`src/hw/hsw_params.svh`:
```
// Offsets, field positions and reset values of the high-speed write port.
`ifndef HSW_PARAMS_SVH
`define HSW_PARAMS_SVH

// ****************************************************************
// Bus side register map (byte addresses)
// ****************************************************************
`define HSW_OFS_CONFIG 5'h00
`define HSW_OFS_CTRL 5'h04
`define HSW_OFS_SAMPLE 5'h08
`define HSW_OFS_PWRDN 5'h0c
`define HSW_OFS_STATUS 5'h10

`define HSW_CONFIG_RESET 1'h1
`define HSW_CFG_ENABLE_BIT 0
`define HSW_STAT_ADDRESSED_BIT 0
`define HSW_STAT_COUNT_LSB 8

// ****************************************************************
// Serial byte layout
// ****************************************************************
`define HSW_ADDR_PREFIX 5'h13
`define HSW_BITS_PER_BYTE 4'h8
`define HSW_CTRL_PD_BIT 0
`define HSW_PD_ONE_BIT 7
`define HSW_PD_TWO_BIT 6

`endif

```
`src/hw/hsw_pkg.sv`:
```
// Types shared by the high-speed write port.
package hsw_pkg;

   // ****************************************************************
   // Bit-level line state
   // ****************************************************************
   typedef enum logic [2:0] {
      HSW_ST_IDLE = 3'b001,
      HSW_ST_RX = 3'b010,
      HSW_ST_ACK = 3'b100
   } hsw_state_t;

   // ****************************************************************
   // Meaning of the byte being received
   // ****************************************************************
   typedef enum logic [6:0] {
      HSW_PH_ADDR = 7'b0000001,
      HSW_PH_CTRL = 7'b0000010,
      HSW_PH_HIGH = 7'b0000100,
      HSW_PH_LOW = 7'b0001000,
      HSW_PH_PDHI = 7'b0010000,
      HSW_PH_PDLO = 7'b0100000,
      HSW_PH_DONE = 7'b1000000
   } hsw_phase_t;

endpackage : hsw_pkg

```
`src/hw/hsw_write_port.sv`:
```
// Two-wire slave receiver for the high-speed write sequence of a quad DAC.
//
// Notes on behaviour
// - Master code byte is never acknowledged.
// - Matching write address after start is acknowledged.
// - Control byte bit 0 picks data or power-down.
// - First data byte holds sample bits eleven..four.
// - Second byte upper nibble, low nibble ignored.
// - Power-down first byte: bits seven and six.
// - Power-down second byte acknowledged, then sequence ends.
// - Data pairs repeat until stop or restart.
// - Repeated start returns to address phase.
//
// Chosen here: the register addresses and register access over Avalon-MM.
`timescale 1ns/100ps
`include "hsw_params.svh"

module hsw_write_port #(
   parameter int SAMPLE_W = 12,
   parameter int COUNT_W = 8
) (
   input wire logic mclk,
   input wire logic rst,
   input wire logic ce,
   input wire logic scl_i,
   input wire logic sda_i,
   output logic sda_o,
   output logic sda_oe,
   input wire logic addr_pin_sel_hi,
   input wire logic addr_pin_sel_lo,
   output logic [7:0] ctrl_byte,
   output logic [SAMPLE_W-1:0] sample_word,
   output logic word_strobe,
   output logic powerdown_mode_bit_one,
   output logic powerdown_mode_bit_two,
   output logic pd_strobe,
   input wire logic [4:0] avs_address,
   input wire logic avs_read,
   input wire logic avs_write,
   input wire logic [31:0] avs_writedata,
   output logic [31:0] avs_readdata,
   output logic avs_waitrequest
);

   // ****************************************************************
   // Serial line state
   // ****************************************************************
   hsw_pkg::hsw_state_t state_reg, state_next;
   hsw_pkg::hsw_phase_t phase_reg, phase_next;
   logic scl_prev_reg, sda_prev_reg;
   logic [7:0] shift_reg, shift_next;
   logic [3:0] bit_cnt_reg, bit_cnt_next;
   logic ack_reg, ack_next;
   logic [7:0] ctrl_reg, ctrl_next;
   logic [7:0] high_reg, high_next;
   logic [SAMPLE_W-1:0] sample_reg, sample_next;
   logic pd_one_reg, pd_one_next;
   logic pd_two_reg, pd_two_next;
   logic word_stb_reg, word_stb_next;
   logic pd_stb_reg, pd_stb_next;
   logic [COUNT_W-1:0] count_reg, count_next;
   logic enable_reg, enable_next;

   logic start_cond, stop_cond, scl_rise, scl_fall;
   logic addr_match;

   // Both edges of SDA must be seen with SCL high on two samples, so a data change
   // while SCL is high is a start or a stop and never a data bit.
   assign start_cond = scl_i & scl_prev_reg & sda_prev_reg & ~sda_i;
   assign stop_cond = scl_i & scl_prev_reg & ~sda_prev_reg & sda_i;
   assign scl_rise = ~scl_prev_reg & scl_i;
   assign scl_fall = scl_prev_reg & ~scl_i;
   assign addr_match = (shift_reg[7:3] == `HSW_ADDR_PREFIX) &&
                       (shift_reg[2] == addr_pin_sel_hi) &&
                       (shift_reg[1] == addr_pin_sel_lo) &&
                       ~shift_reg[0];

   always_comb begin
      state_next = state_reg;
      phase_next = phase_reg;
      shift_next = shift_reg;
      bit_cnt_next = bit_cnt_reg;
      ack_next = ack_reg;
      ctrl_next = ctrl_reg;
      high_next = high_reg;
      sample_next = sample_reg;
      pd_one_next = pd_one_reg;
      pd_two_next = pd_two_reg;
      word_stb_next = 1'b0;
      pd_stb_next = 1'b0;
      count_next = count_reg;
      if (start_cond) begin
         // A restart aborts any byte in flight and expects an address.
         state_next = hsw_pkg::HSW_ST_RX;
         phase_next = hsw_pkg::HSW_PH_ADDR;
         bit_cnt_next = 4'h0;
         ack_next = 1'b0;
      end else if (stop_cond) begin
         state_next = hsw_pkg::HSW_ST_IDLE;
         ack_next = 1'b0;
      end else begin
         unique case (state_reg)
            hsw_pkg::HSW_ST_IDLE: begin
            end
            hsw_pkg::HSW_ST_RX: begin
               if (scl_rise && bit_cnt_reg != `HSW_BITS_PER_BYTE) begin
                  shift_next = {shift_reg[6:0], sda_i};
                  bit_cnt_next = bit_cnt_reg + 4'h1;
               end else if (scl_fall &&
                            bit_cnt_reg == `HSW_BITS_PER_BYTE) begin
                  state_next = hsw_pkg::HSW_ST_ACK;
                  ack_next = 1'b1;
                  unique case (phase_reg)
                     hsw_pkg::HSW_PH_ADDR: begin
                        // The master code never matches the address prefix.
                        ack_next = addr_match & enable_reg;
                     end
                     hsw_pkg::HSW_PH_CTRL: begin
                        ctrl_next = shift_reg;
                     end
                     hsw_pkg::HSW_PH_HIGH: begin
                        high_next = shift_reg;
                     end
                     hsw_pkg::HSW_PH_LOW: begin
                        // The low nibble of this byte carries nothing.
                        sample_next = SAMPLE_W'({high_reg, shift_reg[7:4]});
                        word_stb_next = 1'b1;
                        count_next = count_reg + COUNT_W'(1);
                     end
                     hsw_pkg::HSW_PH_PDHI: begin
                        high_next = shift_reg;
                     end
                     hsw_pkg::HSW_PH_PDLO: begin
                        pd_one_next = high_reg[`HSW_PD_ONE_BIT];
                        pd_two_next = high_reg[`HSW_PD_TWO_BIT];
                        pd_stb_next = 1'b1;
                     end
                     hsw_pkg::HSW_PH_DONE: begin
                        ack_next = 1'b0;
                     end
                  endcase
               end
            end
            hsw_pkg::HSW_ST_ACK: begin
               if (scl_fall) begin
                  ack_next = 1'b0;
                  bit_cnt_next = 4'h0;
                  state_next = ack_reg ? hsw_pkg::HSW_ST_RX
                                       : hsw_pkg::HSW_ST_IDLE;
                  unique case (phase_reg)
                     hsw_pkg::HSW_PH_ADDR:
                        phase_next = hsw_pkg::HSW_PH_CTRL;
                     hsw_pkg::HSW_PH_CTRL:
                        phase_next = ctrl_reg[`HSW_CTRL_PD_BIT] ?
                                     hsw_pkg::HSW_PH_PDHI :
                                     hsw_pkg::HSW_PH_HIGH;
                     hsw_pkg::HSW_PH_HIGH:
                        phase_next = hsw_pkg::HSW_PH_LOW;
                     hsw_pkg::HSW_PH_LOW:
                        phase_next = hsw_pkg::HSW_PH_HIGH;
                     hsw_pkg::HSW_PH_PDHI:
                        phase_next = hsw_pkg::HSW_PH_PDLO;
                     hsw_pkg::HSW_PH_PDLO,
                     hsw_pkg::HSW_PH_DONE:
                        phase_next = hsw_pkg::HSW_PH_DONE;
                  endcase
               end
            end
         endcase
      end
   end

   always_ff @(posedge mclk or posedge rst) begin
      if (rst) begin
         state_reg <= hsw_pkg::HSW_ST_IDLE;
         phase_reg <= hsw_pkg::HSW_PH_ADDR;
         scl_prev_reg <= 1'b1;
         sda_prev_reg <= 1'b1;
         shift_reg <= 8'h00;
         bit_cnt_reg <= 4'h0;
         ack_reg <= 1'b0;
         ctrl_reg <= 8'h00;
         high_reg <= 8'h00;
         sample_reg <= '0;
         pd_one_reg <= 1'b0;
         pd_two_reg <= 1'b0;
         word_stb_reg <= 1'b0;
         pd_stb_reg <= 1'b0;
         count_reg <= '0;
      end else if (ce) begin
         state_reg <= state_next;
         phase_reg <= phase_next;
         scl_prev_reg <= scl_i;
         sda_prev_reg <= sda_i;
         shift_reg <= shift_next;
         bit_cnt_reg <= bit_cnt_next;
         ack_reg <= ack_next;
         ctrl_reg <= ctrl_next;
         high_reg <= high_next;
         sample_reg <= sample_next;
         pd_one_reg <= pd_one_next;
         pd_two_reg <= pd_two_next;
         word_stb_reg <= word_stb_next;
         pd_stb_reg <= pd_stb_next;
         count_reg <= count_next;
      end
   end

   // The line is open drain: only ever pulled low, released otherwise.
   assign sda_o = 1'b0;
   assign sda_oe = ack_reg;
   assign ctrl_byte = ctrl_reg;
   assign sample_word = sample_reg;
   assign word_strobe = word_stb_reg;
   assign powerdown_mode_bit_one = pd_one_reg;
   assign powerdown_mode_bit_two = pd_two_reg;
   assign pd_strobe = pd_stb_reg;

   // ****************************************************************
   // Register bus slave
   // ****************************************************************
   logic bus_done_reg, bus_done_next;
   logic [31:0] rdata_reg, rdata_next;

   // Every request waits exactly one cycle with ce high, so read data can be a flop.
   assign avs_waitrequest = (avs_read | avs_write) & ~bus_done_reg;
   assign avs_readdata = rdata_reg;

   always_comb begin
      bus_done_next = 1'b0;
      rdata_next = rdata_reg;
      enable_next = enable_reg;
      if ((avs_read | avs_write) && !bus_done_reg) begin
         bus_done_next = 1'b1;
         rdata_next = 32'h00000000;
         if (!avs_write) begin
            unique case (avs_address)
               `HSW_OFS_CONFIG:
                  rdata_next[`HSW_CFG_ENABLE_BIT] = enable_reg;
               `HSW_OFS_CTRL:
                  rdata_next[7:0] = ctrl_reg;
               `HSW_OFS_SAMPLE:
                  rdata_next[SAMPLE_W-1:0] = sample_reg;
               `HSW_OFS_PWRDN:
                  rdata_next[1:0] = {pd_one_reg, pd_two_reg};
               `HSW_OFS_STATUS: begin
                  rdata_next[`HSW_STAT_ADDRESSED_BIT] =
                     (phase_reg != hsw_pkg::HSW_PH_ADDR) &&
                     (state_reg != hsw_pkg::HSW_ST_IDLE);
                  rdata_next[`HSW_STAT_COUNT_LSB +: COUNT_W] = count_reg;
               end
               default:
                  rdata_next = 32'h00000000;
            endcase
         end
      end
      // A write lands only at the edge that completes the transfer, so a
      // request stalled by waitrequest never changes state early.
      if (avs_write && bus_done_reg &&
          avs_address == `HSW_OFS_CONFIG) begin
         enable_next = avs_writedata[`HSW_CFG_ENABLE_BIT];
      end
   end

   always_ff @(posedge mclk or posedge rst) begin
      if (rst) begin
         bus_done_reg <= 1'b0;
         rdata_reg <= 32'h00000000;
         enable_reg <= `HSW_CONFIG_RESET;
      end else if (ce) begin
         bus_done_reg <= bus_done_next;
         rdata_reg <= rdata_next;
         enable_reg <= enable_next;
      end
   end

endmodule : hsw_write_port

```
`config.mk`:
```
export PLATFORM = sky130hd
export DESIGN_NAME = hsw_write_port
export DESIGN_NICKNAME = d
export VERILOG_FILES = /design/src/hw/hsw_pkg.sv /design/src/hw/hsw_write_port.sv
export VERILOG_INCLUDE_DIRS = /design/src /design/src/hw
export SDC_FILE = /design/constraint.sdc
export NUM_CORES = 1
export LEC_CHECK = 0
export BUFFER_PORTS_ARGS = -buffer_cell sky130_fd_sc_hd__clkbuf_2
export CAP_MARGIN = 10
export CORE_MARGIN = 10
export CORE_UTILIZATION = 25
export DETAILED_ROUTE_END_ITERATION = 8
export PLACE_DENSITY_LB_ADDON = 0.15
export RECOVER_POWER = 25
export SLEW_MARGIN = 15
export SYNTH_ARGS = -nofsm -noshare
export SYNTH_HDL_FRONTEND = slang
export SYNTH_SLANG_ARGS = --single-unit
```
`constraint.sdc`:
```
create_clock -name mclk -period 5.7 [get_ports mclk]
set_input_delay 0.285 -clock mclk [delete_from_list [all_inputs] [get_ports mclk]]
set_output_delay 0.285 -clock mclk [all_outputs]
set_load 0.005 [all_outputs]
```
## Yosys cells after proc, flatten, opt, wreduce, memory -nomap -nowiden

Cells that the tools add are included.
Widths: inputs -> output; s select.

- Register bits after elaboration: 99
- Bits of input ports: 46
- Output and inout bits: 59
- Logic and storage cells: 136

- Add/subtract/negate cells: 2
- Equal/unequal tests: 26
- Mux-type cells: 44
- Bitwise operators: 19
- Reduce and logical (&&, ||, !) cells: 27

Operator list:

| kind | number |
|---|---|
| $pmux 7 s6 | 1 |
| $mux 7 | 4 |
| $reduce_and 7->1 | 4 |
| $mux 4 | 5 |
| $mux 1 | 18 |
| $mux 16 | 1 |
| $ne 4x4->1 const B | 4 |
| $pmux 4 s2 | 2 |
| $mux 3 | 5 |
| $reduce_and 5->1 | 3 |
| $pmux 6 s2 | 1 |
| $eq 5x4->1 const B | 2 |
| $eq 5x5->1 const B | 2 |
| $and 1x1->1 | 9 |
| $logic_and 1x1->1 | 9 |
| $not 1->1 | 9 |
| $add 8x1->8 const B | 1 |
| $eq 7x1->1 const B | 1 |
| $eq 7x2->1 const B | 1 |
| $eq 7x3->1 const B | 1 |
| $eq 7x4->1 const B | 1 |
| $eq 7x5->1 const B | 1 |
| $eq 7x6->1 const B | 1 |
| $eq 7x7->1 const B | 1 |
| 25 further kinds | 31 |

## Longest topological paths before layout

- Depth in word-level cells: 11
- Gate-level depth with buffers: 8
- Mapped depth without buffers: 6

## Least setup slack after synthesis

OpenSTA, ideal clock, no wires.

- Path type: register to register
- Start point: register scl_prev_reg
- End point: register count_reg[1]
- Setup time: 0.125 ns
- Data arrival time: 1.843 ns
- Required time: 5.575 ns
- Setup slack: 3.732 ns
- Stages on the path, launching flop included: 7
- Path buffers: 2
- Period minus slack after synthesis: 1.968 ns
- Cell sequence: dfstp_2 -> nor3b_2 -> nand4_4 -> or2_1 -> buf_6 -> buf_12 -> mux2_4

- Word-level cells in the longest chain between the ends: 5
- Elaborated cells on any way between the ends: 14
- Classes of those cells: bitwise (11); reduce/logical (3)

Ends and longest elaborated chain:

| what | RTL line | source |
|---|---|---|
| from (decl) | hsw_write_port.sv:50 | `logic scl_prev_reg, sda_prev_reg;` |
| from (signal assigned) | hsw_write_port.sv:193 | `scl_prev_reg <= scl_i;` |
| $and 1x1->1 / $not 1->1 (equally long branches) | hsw_write_port.sv:69, hsw_write_port.sv:70, hsw_write_port.sv:71 |  |
| $and 1x1->1, on equally long branches | hsw_write_port.sv:70, hsw_write_port.sv:69, hsw_write_port.sv:71 |  |
| $and 1x1->1 (tied with other cells) | hsw_write_port.sv:70 | `assign stop_cond = scl_i & scl_prev_reg & ~sda_prev_reg & sda_i;` |
| $not 1->1 (no line) | n/a |  |
| $reduce_and 7->1 (no line) * | n/a |  |
| to (signal assigned) | hsw_write_port.sv:205 | `count_reg <= count_next;` |
| to (decl) | hsw_write_port.sv:61 | `logic [COUNT_W-1:0] count_reg, count_next;` |

Mark *: on every way between the ends. The rest lies on a longest branch, timed or not.
A chain may end at the register's enable or synchronous reset.

## Final worst setup path

- Start point: register phase_reg[5]
- End point: register sample_reg[1], in the netlist sample_word[1]

- Word-level cells in the longest chain between the ends: 2

Ends and longest elaborated chain:

| what | RTL line | source |
|---|---|---|
| from (decl) | hsw_write_port.sv:49 | `hsw_pkg::hsw_phase_t phase_reg, phase_next;` |
| from (signal assigned) | hsw_write_port.sv:176 | `phase_reg <= hsw_pkg::HSW_PH_ADDR;` |
| from (signal assigned) | hsw_write_port.sv:192 | `phase_reg <= phase_next;` |
| $eq 7x4->1 | hsw_write_port.sv:113 | `unique case (phase_reg)` |
| $reduce_and 7->1 (no line) | n/a |  |
| to (signal assigned) | hsw_write_port.sv:200 | `sample_reg <= sample_next;` |
| to (decl) | hsw_write_port.sv:56 | `logic [SAMPLE_W-1:0] sample_reg, sample_next;` |

Every way passes these cells.

==> results by group <==
Timing
  • Setup_tns: 0 ns
  • Slew Limit Fails: 0
  • Fin crit period: 2.47 ns
  • Fin crit share: 0.433
  • Max-Slew Margin vs Limit: 0.364
  • Setup Skew: around 0.0074 ns
  • Slew @ Worst Pin: 0.949 ns
  • Final hold violation count: 0
  • F_max: 405 MHz
  • RSZ-0062 raised after global routing: no
  • PnR worst setup slack: 3.23 ns
  • Final setup viols: 0

Logic synthesis
  • Yosys reg bits: 83
  • Mux cell area share after synthesis: 0.144
  • Number of synthesized flops with an enable pin: 0
  • Sequential fraction of the synthesis area: 0.518
  • Cell taking the most area after synthesis: dfrtp_1
  • Asr flop ratio synth: 1.00
  • Synth Area in XOR/XNOR: 0.0240
  • Most frequent cell after synthesis: dfrtp_1
  • Synth Area in Simple Gates: 0.139
  • Most frequent cells after synthesis: dfrtp_1, mux2_2, nand2_1
  • Main combinational cell family by area after synthesis: multiplexers
  • Compound-Gate Fraction of Synth Area: 0.107
  • Netlist cell types: 60
  • Top area cells in the synthesized netlist: dfrtp_1, mux2_2, a22o_1
  • Synth warn: 0
  • Top FF cell, synth: dfrtp_1
  • Adder-cell share of the synthesized area: 0.00934
  • Syn Std Cell Area: 4020 sq um
  • Synthesized instance count: 327
  • Mean post-synth cell area: 12.3 sq um
  • Synth top area share: 0.486

Global route
  • Largest net degree at the start of global routing: 66
  • GR Overflow Total: 0
  • Initial antenna violation count: 0
  • First-pass GRT wire length: between 15 and 20 mm
  • Total GRT Usage: 0.105
  • Vias in the first global route: 2922

Die
  • Initial Util: 0.254
  • Die height: 147 um
  • Die X: 147 um
  • Boundary Pins: 105
  • Die area: approximately 22000 sq um
  • Core box area: 15800 sq um
  • Row count: 46

Power and ir drop
  • Internal power: 1080 uW
  • Clock group share of total power: 0.400
  • Comb pwr share: 0.153
  • Switch Pwr: approximately 460 uW
  • P_leak: 0.00221 uW
  • Total power divided by cell area: 326 nW/um^2
  • Flop pwr share: 0.447
  • Switching fraction of total power: 0.299
  • Worst VDD drop: 0.000137 V

Route
  • Initial DRC Count: 182
  • Antenna Violating Nets Remaining: 0
  • Detailed Routing Iterations Pass 1: 5
  • DRC viols: 0
  • Routed wl met2: 4.74 mm
  • Via-per-instance ratio: roughly 4.6
  • Met3 wire length: between 500 and 600 um
  • Highest Signal Layer: met4
  • Metal-1 WL: 5.40 mm
  • Drt total wl: 10.9 mm
  • Vias: 2795
  • DR WL/cell: 17.9 um

Outcome
  • Status: finished clean

Setup path
  • Req. time, crit path: 5.93 ns
  • CP Capture Type: flip-flop
  • Crit path arrival time: 2.70 ns
  • Crit-path max FO: 15
  • Crit Path Class: reg2reg
  • Crit start category: flip-flop

Layout
  • Share of cells above drive strength 1: 0.263
  • Antenna diodes: 0
  • Fillers: 1636
  • Fin area: roughly 4700 sq um
  • Largest register FFs: 16
  • Area grow syn2layout: 17.9%
  • Nets: around 440

Placement
  • GP Congestion: 0.719
  • Pre-CTS setup slack: between 3 and 4 ns
  • PortBufs: 56
  • Dpl hpwl: 7.89 mm
  • Placed Area: 4460 sq um

Clocking
  • Setup bufs post-CTS: 0
  • Root cell of the clock tree: clkbuf_16
  • Clock transition at path regs: roughly 0.07 ns
  • Clock buffer depth: 2
  • Clk Latency, worst-skew pair: 0.35 ns
  • CTS tree: done
  • H-tree Lvls: 3
  • Clock sink count: between 80 and 90
  • CTS Buf Count: 9
  • # resized after CTS: 0

Hold path
  • Hold Crit Class: in2reg

Job
  • Total of max-cap violations: 0
cell type report:
class / count / area [sq um] / area share
Timing Repair Buffer: 59 / 265 / 0.0560
Inverter: 9 / 35.0 / 0.00740
Clock buffer: 9 / 225 / 0.0475
Tap cell: 216 / 270 / 0.0571
Multi-Input combinational cell: 224 / 1770 / 0.375
Sequential cell: 83 / 2080 / 0.440
Clock inverter: 7 / 83.8 / 0.0177
stage by stage:
step	std cells	util	total power [uW]	hold WS, ns
floorplan	343	-	871	0.436
global placement	590	0.282	932	0.268
detailed placement	590	0.282	936	0.265
CTS	607	0.302	1570	0.192
global route	607	0.299	1630	0.208
finish	607	0.299	1540	0.201
power by group through the flow:
| stage | logic (uW) | registers (uW) | clock network [uW] |
|---|---|---|---|
| after floorplan | 188 | 683 | 0 |
| after global placement | 234 | 698 | 0 |
| after detailed placement | 238 | 699 | 0 |
| after CTS | 239 | 688 | 638 |
| after global routing | 269 | 695 | 662 |
| final | 237 | 689 | 617 |
per-layer routing:
metal  GRT usage  vias to the layer above
li1            -                     1305
met1       0.141                     1412
met2       0.151                       69
met3      0.0332                        9
met4      0.0405                        0
met5           0                        -
cell families after synthesis:
| family | Yosys count |
|---|---|
| compound gates | 52 |
| flops | 83 |
| xor+xnor | 11 |
| buf+inv | 36 |
| simple gates | 92 |
| mux | 49 |
| fa+ha+maj | 3 |
| other cells | 1 |
critical path, cell delays in order (launching register included):
cell	delay (ns)
dfrtp_1	0.43
nor2_1	0.32
nand4b_1	0.46
or2_1	0.70
mux2_4	0.42
worst paths after layout:
check,startpoint,endpoint,slack [ns],cells past startpoint
min in group asynchronous,rst,phase_reg[1],0.63,3
max in group asynchronous,rst,shift_reg[5],3.76,4
max reg2reg,phase_reg[5],sample_word[1],3.23,4
min,avs_writedata[0],enable_reg,0.20,2
min reg2reg,avs_readdata[9],avs_readdata[9],0.46,2
max,phase_reg[5],sample_word[1],3.23,4
cells in the final DEF, fill, tap and decap left out, types with 3 or more instances in the layout:
cell type	instances
a22o_1	19
a32oi_1	4
and2_1	3
clkbuf_1	32
clkbuf_16	9
clkbuf_2	24
conb_1	17
dfrtp_1	78
dfstp_2	3
ha_1	3
inv_1	8
mux2_2	40
mux2_4	8
nand2_1	21
nand2b_1	5
nand3_1	12
nand4_1	6
nand4b_1	4
nor2_1	4
nor2b_1	4
nor3_1	8
nor4_1	5
o21ai_0	6
o31ai_1	3
xor2_1	9
timing repair:
item                                    CTS  global route
endpoints found under the setup margin    0             0
hold buffers                              1             0
endpoints found under the hold margin    14             0
Note: power is estimated with default switching activity, not from simulation.
